[src/rtl/mcps_defines.svh]
// Overview of operation
// Master clock is selected source divided 2..16
// First stage runs at twice master rate
// Companion core clock comes from same source
// Firmware keeps 11 Mb/s master within 11-16 MHz
// Master up to 25 MHz, input 50 MHz
// Reset loads divide ratio of sixteen
// Divisor changes never make runt pulses
// Fast and slow strobes switch source glitch-free
// Reset falls back to slow when input dead
// Detector runs on slow clock; no crystal, no fallback
// Slow clock drives sleep interval wake-up timer
// Firmware times oscillator start before going fast
// Support full 2..16 ratio range, not 2..14
// New settings apply only at period end
`ifndef MCPS_DEFINES_SVH
`define MCPS_DEFINES_SVH

// Divide ratio, in source half periods per master half period
`define MCPS_RATIO_W 5
`define MCPS_RATIO_MIN 5'h02
`define MCPS_RATIO_MAX 5'h10
`define MCPS_RATIO_RESET 5'h10
// Slow clock periods without an input edge before fallback
`define MCPS_MISS_W 2
`define MCPS_MISS_ALL 2'h3
// Sleep interval counter, in slow clock periods
`define MCPS_TIMER_W 16
`define MCPS_TIMER_ONE 16'h0001
`define MCPS_TIMER_ZERO 16'h0000
// Source index into the synchroniser array
`define MCPS_SRC_IDX_FAST 0
`define MCPS_SRC_IDX_SLOW 1
`define MCPS_NUM_SRC 2

`endif

[src/rtl/mcps_pkg.sv]
package mcps_pkg;
  // Clock source in use by the divider
  typedef enum logic {MCPS_SRC_FAST, MCPS_SRC_SLOW} mcps_src_t;
endpackage : mcps_pkg

[src/rtl/mcps_edge_sync.sv]
`timescale 1ns/1ps
`default_nettype none
// Two-stage synchroniser with edge detection on the settled copy.
// No reset: it must keep sampling while the chip is held in reset.
module mcps_edge_sync (
  input wire logic clk,
  input wire logic async_in,
  output logic rise,
  output logic toggle
);
  logic meta_q; // First stage, read only by the second
  logic sync_q; // Settled copy
  logic last_q; // Previous settled value for edge detection
  logic meta_d;
  logic sync_d;
  logic last_d;

  // Next values of the pipeline
  always_comb begin
    meta_d = async_in;
    sync_d = meta_q;
    last_d = sync_q;
  end

  // Register the pipeline
  always_ff @(posedge clk) begin
    meta_q <= meta_d;
    sync_q <= sync_d;
    last_q <= last_d;
  end

  // Edge pulses, one clk cycle each
  assign rise = sync_q & ~last_q;
  assign toggle = sync_q ^ last_q;
endmodule : mcps_edge_sync
`default_nettype wire

[src/rtl/mcps_sleep_timer.sv]
`timescale 1ns/1ps
`default_nettype none
`include "mcps_defines.svh"
// Interval timer counted in slow clock periods, wake pulse at expiry
module mcps_sleep_timer (
  input wire logic clk,
  input wire logic nrst,
  input wire logic lf_tick,
  input wire logic arm,
  input wire logic [`MCPS_TIMER_W-1:0] interval,
  output logic wake,
  output logic busy
);
  logic [`MCPS_TIMER_W-1:0] count_q, count_d; // Remaining periods
  logic busy_q, busy_d; // Interval running
  logic wake_q, wake_d; // Expiry pulse

  // Arm reloads; each slow tick counts down; last tick wakes
  always_comb begin
    count_d = count_q;
    busy_d = busy_q;
    wake_d = 1'b0;
    if (arm) begin
      // A zero interval never runs, so no spurious wake
      count_d = interval;
      busy_d = (interval != `MCPS_TIMER_ZERO);
    end else if (busy_q && lf_tick) begin
      if (count_q == `MCPS_TIMER_ONE) begin
        busy_d = 1'b0;
        wake_d = 1'b1;
      end
      count_d = count_q - `MCPS_TIMER_ONE;
    end
  end

  // Register timer state
  always_ff @(posedge clk or negedge nrst) begin
    if (!nrst) begin
      count_q <= `MCPS_TIMER_ZERO;
      busy_q <= 1'b0;
      wake_q <= 1'b0;
    end else begin
      count_q <= count_d;
      busy_q <= busy_d;
      wake_q <= wake_d;
    end
  end

  assign wake = wake_q;
  assign busy = busy_q;
endmodule : mcps_sleep_timer
`default_nettype wire

[src/rtl/mcps_top.sv]
`timescale 1ns/1ps
`default_nettype none
`include "mcps_defines.svh"
// Master clock prescaler with source selection and sleep timer.
// The divider counts both edges of the selected source, so one count
// is a half source period; a first stage pulse every ratio counts
// gives twice the master rate, and the master output toggles on it.
module mcps_top
  import mcps_pkg::*;
(
  input wire logic clk,
  input wire logic nrst,
  input wire logic external_clock_input,
  input wire logic lf_clock_input,
  input wire logic strobe_fast,
  input wire logic strobe_slow,
  input wire logic divisor_wr,
  input wire logic [`MCPS_RATIO_W-1:0] divisor_wdata,
  input wire logic timer_arm,
  input wire logic [`MCPS_TIMER_W-1:0] timer_interval,
  output logic master_clock,
  output logic companion_core_clock,
  output logic [`MCPS_RATIO_W-1:0] divisor_in_force,
  output logic source_is_slow,
  output logic wake_up,
  output logic sleep_timer_busy
);

  // Legal divide ratio check, used by the write path and its check
  function automatic logic ratio_ok(input logic [`MCPS_RATIO_W-1:0] r);
    ratio_ok = (r >= `MCPS_RATIO_MIN) && (r <= `MCPS_RATIO_MAX);
  endfunction : ratio_ok

  logic [`MCPS_NUM_SRC-1:0] src_pin; // Raw source pins
  logic [`MCPS_NUM_SRC-1:0] src_rise; // Rising edge pulses
  logic [`MCPS_NUM_SRC-1:0] src_toggle; // Any edge pulses

  assign src_pin[`MCPS_SRC_IDX_FAST] = external_clock_input;
  assign src_pin[`MCPS_SRC_IDX_SLOW] = lf_clock_input;

  // One synchroniser per source pin
  genvar gi;
  generate
    for (gi = 0; gi < `MCPS_NUM_SRC; gi++) begin : g_sync
      mcps_edge_sync u_sync (
        .clk(clk),
        .async_in(src_pin[gi]),
        .rise(src_rise[gi]),
        .toggle(src_toggle[gi])
      );
    end
  endgenerate

  logic fast_toggle; // Any edge of the external clock
  logic lf_tick; // Rising edge of the slow clock
  // Sampling at 200 MHz still sees every edge of a 50 MHz input
  assign fast_toggle = src_toggle[`MCPS_SRC_IDX_FAST];
  assign lf_tick = src_rise[`MCPS_SRC_IDX_SLOW];

  // Missing-clock detector. Not reset by nrst on purpose: it has to
  // run while the chip is held in reset. Each slow rising edge shifts
  // in a one, any external edge clears it; both bits set means two
  // slow periods passed quietly. Without a crystal it never fills.
  logic [`MCPS_MISS_W-1:0] miss_q, miss_d;
  logic init_q, init_d; // High through reset and the first cycle after

  // Next value of the detector. It gathers only while init_q is up,
  // so each reset starts from empty; a count left from an earlier
  // reset would otherwise force a fallback with no crystal fitted.
  always_comb begin
    miss_d = miss_q;
    if (!init_q) begin
      miss_d = '0;
    end else if (fast_toggle) begin
      miss_d = '0;
    end else if (lf_tick) begin
      miss_d = {miss_q[`MCPS_MISS_W-2:0], 1'b1};
    end
  end

  // Register the detector on the system clock
  always_ff @(posedge clk) begin
    miss_q <= miss_d;
  end

  // Control state of the divider
  mcps_src_t sel_q, sel_d; // Source in force
  mcps_src_t pend_src_q, pend_src_d; // Requested source
  logic pend_src_v_q, pend_src_v_d; // Source request waiting
  logic [`MCPS_RATIO_W-1:0] ratio_q, ratio_d; // Ratio in force
  logic [`MCPS_RATIO_W-1:0] pend_ratio_q, pend_ratio_d; // Requested ratio
  logic pend_ratio_v_q, pend_ratio_v_d; // Ratio request waiting
  logic [`MCPS_RATIO_W-1:0] hcnt_q, hcnt_d; // Half periods counted
  logic master_q, master_d; // Master clock output
  logic core_q, core_d; // Companion core clock output
  logic src_edge; // Edge of the selected source
  logic [`MCPS_RATIO_W-1:0] hcnt_inc; // Count after this edge
  logic stage_pulse; // First stage output, twice master rate
  logic core_pulse; // Midpoint between first stage pulses
  logic boundary; // End of a complete master period

  // Edge selection and first stage decode
  always_comb begin
    src_edge = (sel_q == MCPS_SRC_FAST) ? fast_toggle : src_toggle[`MCPS_SRC_IDX_SLOW];
    hcnt_inc = hcnt_q + `MCPS_RATIO_W'(1);
    stage_pulse = src_edge && (hcnt_inc == ratio_q);
    core_pulse = src_edge && (hcnt_inc == (ratio_q >> 1));
    // Master falls here, so a change now cannot shorten any phase
    boundary = stage_pulse && master_q;
  end

  // Next values of selection, ratio and divider
  always_comb begin
    sel_d = sel_q;
    pend_src_d = pend_src_q;
    pend_src_v_d = pend_src_v_q;
    ratio_d = ratio_q;
    pend_ratio_d = pend_ratio_q;
    pend_ratio_v_d = pend_ratio_v_q;
    hcnt_d = hcnt_q;
    master_d = master_q;
    core_d = core_q;
    init_d = 1'b0;

    // Strobes only record a request; slow wins if both arrive together
    if (strobe_slow) begin
      pend_src_d = MCPS_SRC_SLOW;
      pend_src_v_d = 1'b1;
    end else if (strobe_fast) begin
      pend_src_d = MCPS_SRC_FAST;
      pend_src_v_d = 1'b1;
    end

    // Out-of-range ratios are ignored, the full 2..16 is accepted
    if (divisor_wr && ratio_ok(divisor_wdata)) begin
      pend_ratio_d = divisor_wdata;
      pend_ratio_v_d = 1'b1;
    end

    // Divider: toggle master per first stage pulse
    // Counting both source edges is what keeps odd ratios at 50% duty
    if (stage_pulse) begin
      hcnt_d = '0;
      master_d = ~master_q;
    end else if (src_edge) begin
      hcnt_d = hcnt_inc;
    end

    // Companion clock leads master by ratio_q - (ratio_q >> 1) source half periods
    if (core_pulse) begin
      core_d = ~core_q;
    end

    // Apply waiting requests at a completed period only
    if (boundary) begin
      if (pend_ratio_v_q) begin
        ratio_d = pend_ratio_q;
        // A write landing in this very cycle waits for the next period
        pend_ratio_v_d = divisor_wr && ratio_ok(divisor_wdata);
      end
      if (pend_src_v_q) begin
        sel_d = pend_src_q;
        // A strobe in this very cycle is kept, the set wins
        pend_src_v_d = strobe_fast || strobe_slow;
      end
      // Realign the quadrature clock with the new period
      core_d = 1'b0;
    end

    // Latch the fallback decision caught during reset
    if (init_q) begin
      sel_d = (miss_q == `MCPS_MISS_ALL) ? MCPS_SRC_SLOW : MCPS_SRC_FAST;
    end
  end

  // Register control state; reset ratio lets boot code run slowly
  always_ff @(posedge clk or negedge nrst) begin
    if (!nrst) begin
      sel_q <= MCPS_SRC_FAST;
      pend_src_q <= MCPS_SRC_FAST;
      pend_src_v_q <= 1'b0;
      ratio_q <= `MCPS_RATIO_RESET;
      pend_ratio_q <= `MCPS_RATIO_RESET;
      pend_ratio_v_q <= 1'b0;
      hcnt_q <= '0;
      master_q <= 1'b0;
      core_q <= 1'b0;
      init_q <= 1'b1;
    end else begin
      sel_q <= sel_d;
      pend_src_q <= pend_src_d;
      pend_src_v_q <= pend_src_v_d;
      ratio_q <= ratio_d;
      pend_ratio_q <= pend_ratio_d;
      pend_ratio_v_q <= pend_ratio_v_d;
      hcnt_q <= hcnt_d;
      master_q <= master_d;
      core_q <= core_d;
      init_q <= init_d;
    end
  end

  // Sleep interval timer on the slow clock
  logic wake_w;
  logic busy_w;
  mcps_sleep_timer u_timer (
    .clk(clk),
    .nrst(nrst),
    .lf_tick(lf_tick),
    .arm(timer_arm),
    .interval(timer_interval),
    .wake(wake_w),
    .busy(busy_w)
  );

  // Outputs, all straight from flip-flops
  assign master_clock = master_q;
  assign companion_core_clock = core_q;
  assign divisor_in_force = ratio_q;
  assign source_is_slow = (sel_q == MCPS_SRC_SLOW);
  assign wake_up = wake_w;
  assign sleep_timer_busy = busy_w;
endmodule : mcps_top
`default_nettype wire

[config.mk]
export PLATFORM = sky130hd
export DESIGN_NAME = mcps_top
export DESIGN_NICKNAME = d
export VERILOG_FILES = /design/src/rtl/mcps_pkg.sv /design/src/rtl/mcps_edge_sync.sv /design/src/rtl/mcps_sleep_timer.sv /design/src/rtl/mcps_top.sv
export VERILOG_INCLUDE_DIRS = /design/src /design/src/rtl
export SDC_FILE = /design/constraint.sdc
export NUM_CORES = 1
export LEC_CHECK = 0
export BUFFER_PORTS_ARGS = -buffer_cell sky130_fd_sc_hd__buf_2
export CORE_UTILIZATION = 55
export DETAILED_ROUTE_END_ITERATION = 10
export PLACE_DENSITY = 0.88
export SYNTH_ARGS = -nofsm -noshare
export SYNTH_HDL_FRONTEND = slang
export SYNTH_SLANG_ARGS = --single-unit
[constraint.sdc]
create_clock -name clk -period 2.7 [get_ports clk]
set_input_delay 0.135 -clock clk [delete_from_list [all_inputs] [get_ports clk]]
set_output_delay 0.135 -clock clk [all_outputs]
set_load 0.02 [all_outputs]
# Word-level counts from Yosys, hierarchy flattened
# Index checks and enable logic that the tools add are counted.
# word_totals
reg_bits	48
wordCells	80
out_inout_bits	10
# op_classes
addsub	2
magnitude_cmp	2
bitwise	7
reduce_logical	19
muxes	26
n_eq_ne	4
# ops
operator	n
two-way mux 16 bit	2
two-way mux 1 bit	22
== test 16 x 1 -> 1 bit, second input constant	1
nonzero test 16 bit	1
subtractor 16 x 1 -> 16 bit, second input constant	1
nonzero test 2 bit	7
two-way mux 5 bit	2
logical AND 1 bit	6
AND reduction 2 bit	3
adder 5 x 1 -> 5 bit, second input constant	1
== test 5 x 4 -> 1 bit	1
== test 5 bit	1
greater-or-equal comparator 5 x 2 -> 1 bit, second input constant	1
<= comparator 5 bit, second input constant	1
inverter 1 bit	4
== test 2 bit, second input constant	1
OR reduction 2 bit	1
XOR 1 bit	2
AND 1 bit	1
logical OR 1 bit	1

# Longest topological paths before layout
# logic_depth
word_depth	6
mapped_depth	7
mapped_depth_nobuf	7

# Hierarchy
# Synthesis repeated with hierarchy kept, for this count alone.
# unflattened
hier_cells	238
hier_area_um2	2412.3
# by_module_without_submodules
module	seq_area_each_um2	area_each_um2	cells_each	n_inst
mcps_top	594.3	1188.6	108	1
mcps_sleep_timer	450.4	1063.5	118	1
mcps_edge_sync	60.1	80.1	6	2

# Least setup slack after synthesis
# No wires, ideal clock.
# synth_path
path_type	register -> register
start	register hcnt_q[0]
end	register ratio_q[0], in the netlist divisor_in_force[0]
required_time_ps	2575
setup_time_ps	125
setup_slack_ps	404
t_arrival_ps	2171
n_path_buf	0
path_stages_with_launch	7
path_cell_list	dfrtp_1 -> ha_1 -> nand3_1 -> or3_4 -> a2111oi_4 -> nand3_4 -> mux2_2
# synth_between
elab_chain_cells	5
# synth_lines
item	line	source
from (decl)	mcps_top.sv:93	logic [`MCPS_RATIO_W-1:0] hcnt_q, hcnt_d;
from (signal assigned)	mcps_top.sv:196	hcnt_q <= hcnt_d;
adder 5 x 1 -> 5 bit	mcps_top.sv:105	hcnt_inc = hcnt_q + `MCPS_RATIO_W'(1);
== test 5 bit	mcps_top.sv:106	stage_pulse = src_edge && (hcnt_inc == ratio_q);
logical AND 1 bit	mcps_top.sv:106	
logical AND 1 bit	mcps_top.sv:109	boundary = stage_pulse && master_q;
AND reduction 2 bit (no line)	n/a	
to (signal assigned)	mcps_top.sv:182	ratio_q <= `MCPS_RATIO_RESET;
to (signal assigned)	mcps_top.sv:193	ratio_q <= ratio_d;
to (decl)	mcps_top.sv:90	logic [`MCPS_RATIO_W-1:0] ratio_q, ratio_d;
# No other way between the ends.
# A chain may end at the register's enable or synchronous reset.

# Final worst setup path
# layout_path
start	register hcnt_q[0]
end	register ratio_q[1], in the netlist divisor_in_force[1]
# Same word-level chain as after synthesis.

==> flow_metrics.env <==
export IMPL_synth_warnings=0
export IMPL_fin_worst_skew_ps=5.74
export IMPL_start_util=0.581
export IMPL_power_density_nw_per_um2=863
export IMPL_grt_pass1_vias=1656
export IMPL_hold_viol=0
export IMPL_fillers=332
export IMPL_crit_fanout=7
export IMPL_ys_ff_latch=48
export IMPL_syn_area_per_cell_sq_um=10.2
export IMPL_irDropWorstVdd_mv=0.387
export IMPL_synth_top_area_share=0.393
export IMPL_synth_main_ff_cell="dfrtp_1"
export IMPL_crit_slowest_cell="a2111oi_4"
export IMPL_cpPeakStageDelay_ps=550
export IMPL_clkLatencyLatePin_ps=300
export IMPL_yosys_area_top_type="dfrtp_1"
export IMPL_num_antenna_cells=0
export IMPL_place_hpwl_um=3410
export IMPL_tightest_slew_ps=881
export IMPL_hold_class="input pin to flop"
export IMPL_remaining_drc_errors=0
export IMPL_max_cap_violations=0
export IMPL_synth_net_count=264
export IMPL_io_pins=39
export IMPL_synth_async_reset_ratio=0.833
export IMPL_cts_tree="built"
export IMPL_cts_inserted_buffers=5
export IMPL_fp_row_count=23
export IMPL_final_antenna_net_count=0
export IMPL_crit_path_end_kind="flop"
export IMPL_htree_levels=2
export IMPL_area_growth_pct=17.6
export IMPL_crit_type="flop to flop"
export IMPL_fin_nets=308
export IMPL_cts_root_buf="clkbuf_8"
export IMPL_clock_sinks=48
export IMPL_syn_inst=231
export IMPL_synth_area_leaders="dfrtp_1 39%, dfxtp_1 6.8%, xnor2_1 5.9%, xor2_1 4.8%, mux2_2 4.8%"
export IMPL_cts_buffer_depth=2
export IMPL_grt_pass1_wl_um=7360
export IMPL_synth_most_common_cell="dfrtp_1"
export IMPL_netlist_area_sq_um=2360
export IMPL_rsz0062_at_grt="no"
export IMPL_wl_per_cell_um=13.8
export IMPL_detail_route_first_pass_iterations=4
export IMPL_ys_types=47
export IMPL_port_buffers=38
export IMPL_cp_data_required_time_ps=2890
export IMPL_dieWidth_um=67.5
export IMPL_maxSlewViolCount=0
export IMPL_grt_total_usage=0.224
export IMPL_drive_above_1_share=0.236
export IMPL_synth_seq_area_share=0.494
export IMPL_fin_setup_tns_ps=0
export IMPL_die_y_um=67.5
export IMPL_drt_iter0_drc=90
export IMPL_relSlewSlack=0.412
export IMPL_cpLargestDelayFamily="simple AND/OR/NAND/NOR gates"
export IMPL_yosys_top_cells_count="37 x dfrtp_1, 27 x nand2_1, 18 x nor2_1"
export IMPL_max_freq_mhz=406
export IMPL_clk_pin_slew_ps=90
export IMPL_worstPathArrival_ps=2650
export IMPL_cp_start_kind="flop"
export IMPL_synth_edf_count=0
export IMPL_grt_max_degree=41
export IMPL_place_congestion=0.833
export IMPL_path_cells="ha_1 > nand3_1 > or3_4 > a2111oi_4 > nand3_4 > mux2_2"
export IMPL_die_area_sq_um=4550
export IMPL_gr_total_overflow=0
export IMPL_vias_per_cell=5.47
export IMPL_antenna_found_initial=0
export IMPL_reg2reg_slack_ps=240
export IMPL_post_route_util=0.683
export IMPL_coreArea_sq_um=4060
export IMPL_p_leak_nw=1.23
export IMPL_wl_um=4490
export IMPL_min_period_ps=2460
export IMPL_setup_violations=0
export IMPL_status="complete, no violations"
export IMPL_cp_num_buf_inv=0
export IMPL_dr_total_vias=1782
export IMPL_fin_crit_sh=0.911
-- report_power, final --
| part | internal, mW | leakage (nW) | switching (mW) | total [mW] |
|---|---|---|---|---|
| combinational | 0.354 | 0.611 | 0.400 | 0.754 |
| clock | 0.351 | 0.0729 | 0.240 | 0.591 |
| sequential | 0.864 | 0.543 | 0.181 | 1.05 |
-- cells by family (layout without fill, tap and decap cells) --
family | after synthesis | in the layout | share of synthesized area
simple gates | 84 | 84 | 0.185
flops | 48 | 48 | 0.494
compound gates | 39 | 39 | 0.111
xor+xnor | 29 | 29 | 0.108
buf+inv | 14 | 59 | 0.0228
mux | 12 | 12 | 0.0563
fa+ha+maj | 4 | 4 | 0.0212
other cells | 1 | 1 | 0.00159
-- worst paths after layout --
| kind | startpoint | endpoint | cells after the start |
|---|---|---|---|
| min in group asynchronous | nrst | source_is_slow | 2 |
| max in group asynchronous | nrst | pend_ratio_q[3] | 2 |
| max | hcnt_q[0] | divisor_in_force[1] | 6 |
| min | strobe_slow | pend_src_q | 2 |
| max reg2reg | hcnt_q[0] | divisor_in_force[1] | 6 |
| min reg2reg | g_sync[1].u_sync.meta_q | g_sync[1].u_sync.last_d | 0 |
-- layout by cell type (no fill, tap or decap), drive strengths merged, types with 2 or more instances in the layout --
master / count
o21ai: 18
nor4: 6
nand2b: 3
o221ai: 2
nand4: 3
dfrtp: 37
a21oi: 5
mux2: 10
mux2i: 2
nand3: 6
ha: 4
dfstp: 3
dfxtp: 8
dlygate4sd3: 3
nor2: 18
or3: 4
xor2: 13
xnor2: 16
buf: 39
inv: 9
nand2: 27
a21o: 4
a2111oi: 2
nor3: 6
nor2b: 2
clkbuf: 8
-- what timing repair did --
action                    in CTS  in global routing
hold buffers                   3                  0
hold endpoints to repair      39                  0
buffers inserted               0                  0
gates resized for setup        0                  0
-- registers in the layout, indices dropped and copies added (netlist names) --
register	flops
g_sync.u_sync.last_d	2
companion_core_clock	1
pend_src_v_q	1
g_sync.u_sync.last_q	2
pend_ratio_q	5
pend_src_q	1
init_q	1
miss_q	2
master_clock	1
u_timer.wake	1
pend_ratio_v_q	1
u_timer.count_q	16
hcnt_q	5
source_is_slow	1
u_timer.busy	1
g_sync.u_sync.meta_q	2
divisor_in_force	5
-- per-layer routing --
layer  vias up  part of all wire  GRT usage
met3        13             0.034     0.0574
met1       840              0.44      0.271
li1        892                 -          -
met2        37              0.50      0.380
met5         -                 0          0
met4         0             0.023     0.0824
-- final cells by class --
class	instances	area [sq um]	share of cell area
clock buffers	8	144	0.0519
repair buffers	42	228	0.0822
inverters	9	33.8	0.0122
flip-flops and latches	48	1160	0.420
multi-input cells	169	1140	0.411
well taps	50	62.6	0.0226
-- through the flow --
stage / cells / cell area [sq um] / setup WS (ps) / total power, mW / hold WS, ps
after detailed placement: 315 / 2600 / 223 / 1.81 / 242
after global routing: 326 / 2770 / 79.2 / 2.53 / 17.0
final: 326 / 2770 / 239 / 2.39 / 26.0
after floorplan: 231 / 2360 / 404 / 1.59 / -161
after CTS: 326 / 2770 / 218 / 2.41 / 18.8
after global placement: 315 / 2600 / 383 / 1.78 / 240
Note: power is estimated with default switching activity, not from simulation.
